$ cat src/inc/pih_pkg.sv
// Package for the port input handshake controller.
// Assumes a single 100 MHz clock domain and an APB register slave.
package pih_pkg;

  // ---------------------------------------------------------------
  // Register offsets (byte addresses)
  // ---------------------------------------------------------------
  localparam logic [11:0] PIH_OFS_CTRL   = 12'h000;
  localparam logic [11:0] PIH_OFS_CFG_HI = 12'h004;
  localparam logic [11:0] PIH_OFS_CFG_MD = 12'h008;
  localparam logic [11:0] PIH_OFS_CFG_LO = 12'h00C;
  localparam logic [11:0] PIH_OFS_DATA   = 12'h010;
  localparam logic [11:0] PIH_OFS_STAT   = 12'h014;

  // ---------------------------------------------------------------
  // Control register fields
  // ---------------------------------------------------------------
  localparam int PIH_CTRL_MODE_LSB = 0;
  localparam int PIH_CTRL_MODE_W   = 2;
  localparam int PIH_CTRL_DMA_EN   = 2;
  localparam int PIH_CTRL_DMA_CH   = 3;
  localparam int PIH_CTRL_DIR      = 4;
  localparam int PIH_CTRL_EVT_STB  = 5;

  // Status register fields
  localparam int PIH_STAT_READY    = 0;
  localparam int PIH_STAT_STB_LVL  = 1;
  localparam int PIH_STAT_TAKE_LVL = 2;

  // ---------------------------------------------------------------
  // Reset values
  // ---------------------------------------------------------------
  localparam logic [7:0] PIH_RST_CFG_HI = 8'hFF;
  localparam logic [7:0] PIH_RST_CFG_MD = 8'h00;
  localparam logic [7:0] PIH_RST_CFG_LO = 8'h00;
  localparam logic [5:0] PIH_RST_CTRL   = 6'h00;

  // ---------------------------------------------------------------
  // Handshake modes
  // ---------------------------------------------------------------
  typedef enum logic [1:0] {
    PIH_MODE_OFF      = 2'b00,
    PIH_MODE_ONE_LINE = 2'b01,
    PIH_MODE_TWO_LINE = 2'b10
  } pih_mode_t;

  // Two-line handshake states
  typedef enum logic [1:0] {
    PIH_ST_IDLE  = 2'b00,
    PIH_ST_OPEN  = 2'b01,
    PIH_ST_FULL  = 2'b10
  } pih_state_t;

endpackage

$ cat src/pih_ctrl.sv
// Port input handshake controller: strobes, ready lines, input latches,
// alternate-function output merging and timer DMA hooks.
// Assumes an APB master on the core side; strobes synchronous to clock after sync.
`timescale 1ns/1ns
`default_nettype none

module pih_ctrl
  import pih_pkg::*;
#(
  parameter int WIDTH = 8
)(
  input  wire logic             clock,
  input  wire logic             rstn,
  // APB slave
  input  wire logic             psel,
  input  wire logic             penable,
  input  wire logic             pwrite,
  input  wire logic [11:0]      paddr,
  input  wire logic [31:0]      pwdata,
  output logic      [31:0]      prdata,
  output logic                  pready,
  output logic                  pslverr,
  // Port pins
  input  wire logic [WIDTH-1:0] pin_in,
  output logic      [WIDTH-1:0] pin_out,
  output logic      [WIDTH-1:0] pin_oe_n,
  output logic      [WIDTH-1:0] out_latch,
  // Handshake lines
  input  wire logic             in_load_strobe,
  input  wire logic             out_taken_strobe,
  output logic                  in_latch_ready,
  output logic                  out_data_ready,
  // Other alternate outputs sharing the ready pins (1 when disabled)
  input  wire logic             other_af_in_rdy,
  input  wire logic             other_af_out_rdy,
  output logic                  in_rdy_pin,
  output logic                  out_rdy_pin,
  // External interrupt channel feeds
  output logic                  irq_in_load,
  output logic                  irq_out_taken,
  // Timer link
  output logic                  transfer_direction,
  input  wire logic             compare_sync,
  input  wire logic             capture_sync,
  input  wire logic             timer_event,
  output logic                  dma_port_read,
  output logic                  dma_port_write
);

  // ---------------------------------------------------------------
  // Registers
  // ---------------------------------------------------------------
  logic [5:0]       ctrl_reg;
  logic [WIDTH-1:0] cfg_hi_reg;
  logic [WIDTH-1:0] cfg_md_reg;
  logic [WIDTH-1:0] cfg_lo_reg;
  logic [WIDTH-1:0] master_reg;
  logic [WIDTH-1:0] latch_reg;
  logic             ready_reg;
  pih_state_t       state_reg;
  pih_mode_t        mode;

  logic [1:0] ld_sync_reg;
  logic [1:0] tk_sync_reg;
  logic       ld_prev_reg;
  logic       tk_prev_reg;
  logic       ld_rise;
  logic       tk_rise;

  logic apb_wr;
  logic apb_rd;
  logic core_rd;
  logic dma_rd;
  logic dma_wr;
  logic port_read;
  logic dma_on;
  logic evt_strobe;

  logic [WIDTH-1:0] is_af;
  logic [WIDTH-1:0] is_in;
  logic [WIDTH-1:0] is_bid;
  logic [WIDTH-1:0] hs_bits;
  logic [WIDTH-1:0] sample_en;

  assign mode    = pih_mode_t'(ctrl_reg[PIH_CTRL_MODE_LSB +: PIH_CTRL_MODE_W]);
  assign apb_wr  = psel & penable & pwrite;
  assign apb_rd  = psel & penable & ~pwrite;
  assign core_rd = apb_rd & (paddr == PIH_OFS_DATA);

  // ---------------------------------------------------------------
  // DMA hooks on the timer channels
  // ---------------------------------------------------------------
  assign dma_on = ctrl_reg[PIH_CTRL_DMA_EN];
  // Compare channel only moves data outwards
  assign transfer_direction = ctrl_reg[PIH_CTRL_DIR] & ~ctrl_reg[PIH_CTRL_DMA_CH];
  assign dma_rd = dma_on & ~ctrl_reg[PIH_CTRL_DMA_CH] & ctrl_reg[PIH_CTRL_DIR]
                  & capture_sync;
  assign dma_wr = dma_on & ((~ctrl_reg[PIH_CTRL_DMA_CH] & ~ctrl_reg[PIH_CTRL_DIR]
                  & capture_sync) | (ctrl_reg[PIH_CTRL_DMA_CH] & compare_sync));
  assign dma_port_read  = dma_rd;
  assign dma_port_write = dma_wr;
  assign port_read = core_rd | dma_rd;
  assign evt_strobe = (mode == PIH_MODE_OFF) & ctrl_reg[PIH_CTRL_EVT_STB] & timer_event;

  // ---------------------------------------------------------------
  // Strobe synchronisers and edge detect
  // ---------------------------------------------------------------
  always_ff @(posedge clock or negedge rstn)
  begin
    if (!rstn)
    begin
      ld_sync_reg <= 2'b11;
      tk_sync_reg <= 2'b11;
      ld_prev_reg <= 1'b1;
      tk_prev_reg <= 1'b1;
    end
    else
    begin
      // Strobes come straight from the pin input buffer
      ld_sync_reg <= {ld_sync_reg[0], in_load_strobe};
      tk_sync_reg <= {tk_sync_reg[0], out_taken_strobe};
      ld_prev_reg <= ld_sync_reg[1];
      tk_prev_reg <= tk_sync_reg[1];
    end
  end

  assign ld_rise = ld_sync_reg[1] & ~ld_prev_reg;
  assign tk_rise = tk_sync_reg[1] & ~tk_prev_reg;
  assign irq_in_load   = ld_rise;
  assign irq_out_taken = tk_rise;

  // ---------------------------------------------------------------
  // Per-bit configuration decode
  // ---------------------------------------------------------------
  genvar gi;
  generate
    for (gi = 0; gi < WIDTH; gi++)
    begin : g_bit
      // Alternate output when mid and lo are set, hi is don't care
      assign is_af[gi]  = cfg_md_reg[gi] & cfg_lo_reg[gi];
      assign is_in[gi]  = ~cfg_md_reg[gi] & cfg_lo_reg[gi];
      assign is_bid[gi] = ~cfg_md_reg[gi] & ~cfg_lo_reg[gi];
      assign hs_bits[gi] = is_in[gi] | is_bid[gi];
      assign pin_out[gi] = master_reg[gi];
      assign pin_oe_n[gi] = is_in[gi] | is_af[gi];
    end
  endgenerate
  assign out_latch = master_reg;

  // ---------------------------------------------------------------
  // Handshake state machine
  // ---------------------------------------------------------------
  always_ff @(posedge clock or negedge rstn)
  begin
    if (!rstn)
    begin
      state_reg     <= PIH_ST_IDLE;
    end
    else
    begin
      case (state_reg)
        PIH_ST_IDLE:
        begin
          if (mode == PIH_MODE_TWO_LINE && ld_rise)
            state_reg <= PIH_ST_FULL;
          else if (mode == PIH_MODE_TWO_LINE)
            state_reg <= PIH_ST_OPEN;
        end
        PIH_ST_OPEN:
        begin
          if (mode != PIH_MODE_TWO_LINE)
            state_reg <= PIH_ST_IDLE;
          else if (ld_rise)
            state_reg <= PIH_ST_FULL;
        end
        PIH_ST_FULL:
        begin
          if (mode != PIH_MODE_TWO_LINE)
            state_reg <= PIH_ST_IDLE;
          else if (port_read)
            state_reg <= PIH_ST_OPEN;
        end
        default: state_reg <= PIH_ST_IDLE;
      endcase
    end
  end

  // ---------------------------------------------------------------
  // Input-ready line
  // ---------------------------------------------------------------
  always_comb
  begin
    case (mode)
      PIH_MODE_TWO_LINE: ready_reg = (state_reg != PIH_ST_FULL);
      PIH_MODE_ONE_LINE: ready_reg = ~core_rd & ~dma_rd;
      default:           ready_reg = 1'b1;
    endcase
  end
  assign in_latch_ready = ready_reg;
  assign out_data_ready = 1'b1;
  // Disabled alternate outputs give 1, so AND merges them
  assign in_rdy_pin  = in_latch_ready & other_af_in_rdy;
  assign out_rdy_pin = out_data_ready & other_af_out_rdy;

  // ---------------------------------------------------------------
  // Input latch load enables
  // ---------------------------------------------------------------
  always_comb
  begin
    case (mode)
      PIH_MODE_TWO_LINE:
        sample_en = (state_reg == PIH_ST_OPEN && !ld_sync_reg[1])
                    ? hs_bits : '0;
      PIH_MODE_ONE_LINE:
        sample_en = (core_rd | dma_rd) ? '0 : hs_bits;
      default:
        sample_en = (ctrl_reg[PIH_CTRL_EVT_STB] && !evt_strobe) ? '0 : '1;
    endcase
  end

  always_ff @(posedge clock or negedge rstn)
  begin
    if (!rstn)
      latch_reg <= '1;
    else
    begin
      for (int i = 0; i < WIDTH; i++)
      begin
        if (mode != PIH_MODE_OFF && !hs_bits[i])
          latch_reg[i] <= is_af[i] ? pin_in[i] : master_reg[i];
        else if (sample_en[i])
          latch_reg[i] <= pin_in[i];
      end
    end
  end

  // ---------------------------------------------------------------
  // APB register writes
  // ---------------------------------------------------------------
  always_ff @(posedge clock or negedge rstn)
  begin
    if (!rstn)
    begin
      ctrl_reg   <= PIH_RST_CTRL;
      cfg_hi_reg <= WIDTH'(PIH_RST_CFG_HI);
      cfg_md_reg <= WIDTH'(PIH_RST_CFG_MD);
      cfg_lo_reg <= WIDTH'(PIH_RST_CFG_LO);
      master_reg <= '1;
    end
    else
    begin
      if (apb_wr)
      begin
        case (paddr)
          PIH_OFS_CTRL:   ctrl_reg   <= pwdata[5:0];
          PIH_OFS_CFG_HI: cfg_hi_reg <= pwdata[WIDTH-1:0];
          PIH_OFS_CFG_MD: cfg_md_reg <= pwdata[WIDTH-1:0];
          PIH_OFS_CFG_LO: cfg_lo_reg <= pwdata[WIDTH-1:0];
          PIH_OFS_DATA:   master_reg <= pwdata[WIDTH-1:0];
          default:        ;
        endcase
      end
      else if (dma_wr)
        master_reg <= pwdata[WIDTH-1:0];
    end
  end

  // ---------------------------------------------------------------
  // APB read data and answer
  // ---------------------------------------------------------------
  logic addr_ok;
  assign addr_ok = (paddr == PIH_OFS_CTRL) || (paddr == PIH_OFS_CFG_HI) ||
                   (paddr == PIH_OFS_CFG_MD) || (paddr == PIH_OFS_CFG_LO) ||
                   (paddr == PIH_OFS_DATA) || (paddr == PIH_OFS_STAT);

  always_ff @(posedge clock or negedge rstn)
  begin
    if (!rstn)
      prdata <= 32'h0000_0000;
    else if (psel && !penable && !pwrite)
    begin
      prdata <= 32'h0000_0000;
      case (paddr)
        PIH_OFS_CTRL:   prdata[5:0]       <= ctrl_reg;
        PIH_OFS_CFG_HI: prdata[WIDTH-1:0] <= cfg_hi_reg;
        PIH_OFS_CFG_MD: prdata[WIDTH-1:0] <= cfg_md_reg;
        PIH_OFS_CFG_LO: prdata[WIDTH-1:0] <= cfg_lo_reg;
        PIH_OFS_DATA:   prdata[WIDTH-1:0] <= latch_reg;
        PIH_OFS_STAT:
        begin
          prdata[PIH_STAT_READY]    <= in_latch_ready;
          prdata[PIH_STAT_STB_LVL]  <= ld_sync_reg[1];
          prdata[PIH_STAT_TAKE_LVL] <= tk_sync_reg[1];
        end
        default:        prdata <= 32'h0000_0000;
      endcase
    end
  end

  assign pready  = 1'b1;
  assign pslverr = psel & penable & ~addr_ok;

endmodule

`default_nettype wire

$ cat config.mk
export PLATFORM = sky130hd
export DESIGN_NAME = pih_ctrl
export DESIGN_NICKNAME = d
export VERILOG_FILES = /design/src/inc/pih_pkg.sv /design/src/pih_ctrl.sv
export SDC_FILE = /design/constraint.sdc
export NUM_CORES = 1
export LEC_CHECK = 0
export ABC_AREA = 1
export ABC_CLOCK_PERIOD_IN_PS = 3500
export BUFFER_PORTS_ARGS = -buffer_cell sky130_fd_sc_hd__clkbuf_2
export CAP_MARGIN = 40
export CORE_ASPECT_RATIO = 0.6
export CORE_MARGIN = 2
export CORE_UTILIZATION = 54
export DETAILED_ROUTE_END_ITERATION = 8
export PLACE_DENSITY = 0.95
export SLEW_MARGIN = 10
export SYNTH_ARGS = -nofsm -noshare
export SYNTH_HDL_FRONTEND = slang
export SYNTH_SLANG_ARGS = --single-unit
$ cat constraint.sdc
create_clock -name clock -period 3.5 [get_ports clock]
set_input_delay 0 -clock clock [delete_from_list [all_inputs] [get_ports clock]]
set_output_delay 0 -clock clock [all_outputs]
set_load 0.01 [all_outputs]
==> impl_metrics.env <==
export IMPL_cts_resized=0
export IMPL_drive_gt1_share_pct=25.6
export IMPL_post_dp_hpwl_um=7110
export IMPL_clock_fmax_mhz=447
export IMPL_path_class="flop to flop"
export IMPL_cp_slowest_cell="a21oi_1"
export IMPL_post_cts_buffers=0
export IMPL_cp_end_kind="flop"
export IMPL_maxSlewHeadroom_pct=40.0
export IMPL_dr_total_vias=3473
export IMPL_grt_overflow_total=0
export IMPL_rsz0062_at_grt="false"
export IMPL_clkLatencyLatePin_ns=0.33
export IMPL_yosys_area_top_type_share_pct=21.9
export IMPL_powerDensity_nw_per_um2=459
export IMPL_drt_iter0_drc=307
export IMPL_fin_skew_ns=0.00879
export IMPL_die_w_um=110
export IMPL_ios=131
export IMPL_die_h_um=67.8
export IMPL_layout_common_cells="nand2_1 (129), clkbuf_2 (78), inv_1 (60), o21ai_0 (47), nor2_1 (46)"
export IMPL_synth_seq_cells=62
export IMPL_fin_setup_tns_ns=0
export IMPL_syn_to_final_growth_pct=22.3
export IMPL_final_nets=637
export IMPL_outcome="complete, no violations"
export IMPL_cts_tree="yes"
export IMPL_vias_per_cell=5.25
export IMPL_synth_warnings=0
export IMPL_worstPathArrival_ns=2.51
export IMPL_cellLeakagePower_nw=2.22
export IMPL_cp_data_required_time_ns=3.77
export IMPL_fill_cells=544
export IMPL_routed_wirelength_um=9640
export IMPL_ir_drop_v=0.000368
export IMPL_fp_coreArea_um2=6620
export IMPL_hold_viol_final=0
export IMPL_hold_depth=0
export IMPL_ys_seq_area_share_pct=43.4
export IMPL_syn_inst=488
export IMPL_grt_antenna_before_repair=0
export IMPL_crit_family="compound AO/OA/AOI/OAI gates"
export IMPL_crit_top_cell="nand2_1"
export IMPL_cts_clk_slew_worst_paths_ns=0.05
export IMPL_crit_buf_inv=1
export IMPL_setup_viol_count_final=0
export IMPL_finalWeightedCongestion=0.928
export IMPL_synth_area_leaders="dfrtp_1 (22%), dfstp_2 (22%), nand2_1 (13%)"
export IMPL_start_util_pct=55.3
export IMPL_port_buffers=78
export IMPL_route_detailed_drc=0
export IMPL_use_met3_pct=9.94
export IMPL_clock_root_buffer="clkbuf_16"
export IMPL_wire_per_inst_um=14.6
export IMPL_met1_usage_pct=36.9
export IMPL_avgSynthCellArea_um2=7.50
export IMPL_grt_pass1_vias=3016
export IMPL_crit_path_start_kind="flop"
export IMPL_synth_distinct_cells=33
export IMPL_grt_usage_pct=27.3
export IMPL_tightest_slew_ns=0.900
export IMPL_period_share_pct=63.9
export IMPL_drv_slew=0
export IMPL_synth_top_area_cell="dfrtp_1"
export IMPL_die_area_um2=7470
export IMPL_fin_crit_ns=2.24
export IMPL_rows=23
export IMPL_grt_first_pass_wirelength_um=14800
export IMPL_ff2ff_path_depth=8
export IMPL_final_common_cell="nand2_1"
export IMPL_critPathMaxStageDelay_ns=0.71
export IMPL_diodes=0
export IMPL_whs_ns=0.0000878
export IMPL_top_usage_layer="met2"
export IMPL_hold_class="input port to output pin"
export IMPL_drt_first_pass_iters=5
export IMPL_path_depth=8
export IMPL_use_met2_pct=41.6
export IMPL_cts_buffers_inserted=9
export IMPL_clock_sinks=62
export IMPL_netlist_area_um2=3660
export IMPL_htree_levels=3
export IMPL_critPathMaxFanout=9
export IMPL_grt_max_degree=28
export IMPL_cts_hold_buf=18
export IMPL_antenna_left=0
export IMPL_crit_chain="inv_1 > ha_1 > nand2_1 > a21oi_1 > nor2_1 > nand2_1 > nand2_1 > nand2_1"
export IMPL_maxCapViolCount=0
export IMPL_cts_path_max_buffers=2
layer usage:
| metal | wire [um] | up-vias |
|---|---|---|
| met2 | 4170 | 203 |
| met4 | 144 | 0 |
| li1 | - | 1647 |
| met1 | 4210 | 1600 |
| met3 | 1100 | 23 |
| met5 | 0 | - |
synth_stat cells:
library cell,number
a21boi_0,1
a21oi_1,2
a21oi_4,1
a22oi_1,1
a2bb2oi_1,3
buf_2,5
buf_4,36
buf_6,2
clkbuf_1,9
clkinv_1,2
conb_1,2
dfrtp_1,32
dfstp_2,30
ha_1,3
inv_1,60
inv_2,1
nand2_1,129
nand2_2,2
nand2_4,2
nand3_1,32
nand3_2,5
nand4_1,4
nor2_1,46
nor2_2,2
nor2_4,5
nor3_1,3
nor4_1,1
o2111ai_1,1
o211ai_1,1
o21ai_0,47
o21ai_1,15
o21ai_2,2
o31ai_1,1
metrics by stage:
step                worst slack (ns)  power [mW]  instances  util, %  area (um^2)
finish                          1.26        2.05        662     67.6         4480
global route                    1.16        2.13        662     67.6         4480
CTS                             1.38        2.06        662     67.6         4480
detailed placement              1.43       0.999        628     59.5         3940
global placement                1.46       0.989        627     59.1         3910
floorplan                       2.02       0.939        512        -         3750
final cells by class:
class                   instances  area, um^2  area share, %
clock buffers                  11         253           5.65
clock inverters                 5         104           2.32
inverters                      63         236           5.28
multi-input cells             335        1570           35.1
flip-flops and latches         62        1590           35.5
well taps                      87         109           2.43
repair buffers                 99         613           13.7
worst paths after layout:
path	start	slack, ns	endpoint
worst max-delay path	ctrl_reg[0]$_DFFE_PN0P_	1.26	latch_reg[3]$_DFFE_PN1P_
worst min-delay path	other_af_out_rdy	0.00009	out_rdy_pin
worst max register to register	ctrl_reg[0]$_DFFE_PN0P_	1.26	latch_reg[3]$_DFFE_PN1P_
worst min register to register	ld_sync_reg[0]$_DFF_PN1_	0.35	ld_sync_reg[1]$_DFF_PN1_
max in group asynchronous	rstn	2.45	latch_reg[7]$_DFFE_PN1P_
min in group asynchronous	rstn	0.14	ctrl_reg[2]$_DFFE_PN0P_
where the power goes:
part / total [mW] / switching, mW / internal (mW)
sequential: 0.792 / 0.0225 / 0.770
combinational: 0.213 / 0.128 / 0.0847
clock: 1.05 / 0.315 / 0.735
logic make-up after synthesis:
logic type	after synthesis	synth area share, %
other cells	2	0.205
fa+ha+maj	3	1.03
compound gates	75	11.5
simple gates	231	27.8
buf+inv	115	16.1
flops	62	43.4
Note: power is estimated with default switching activity, not from simulation.
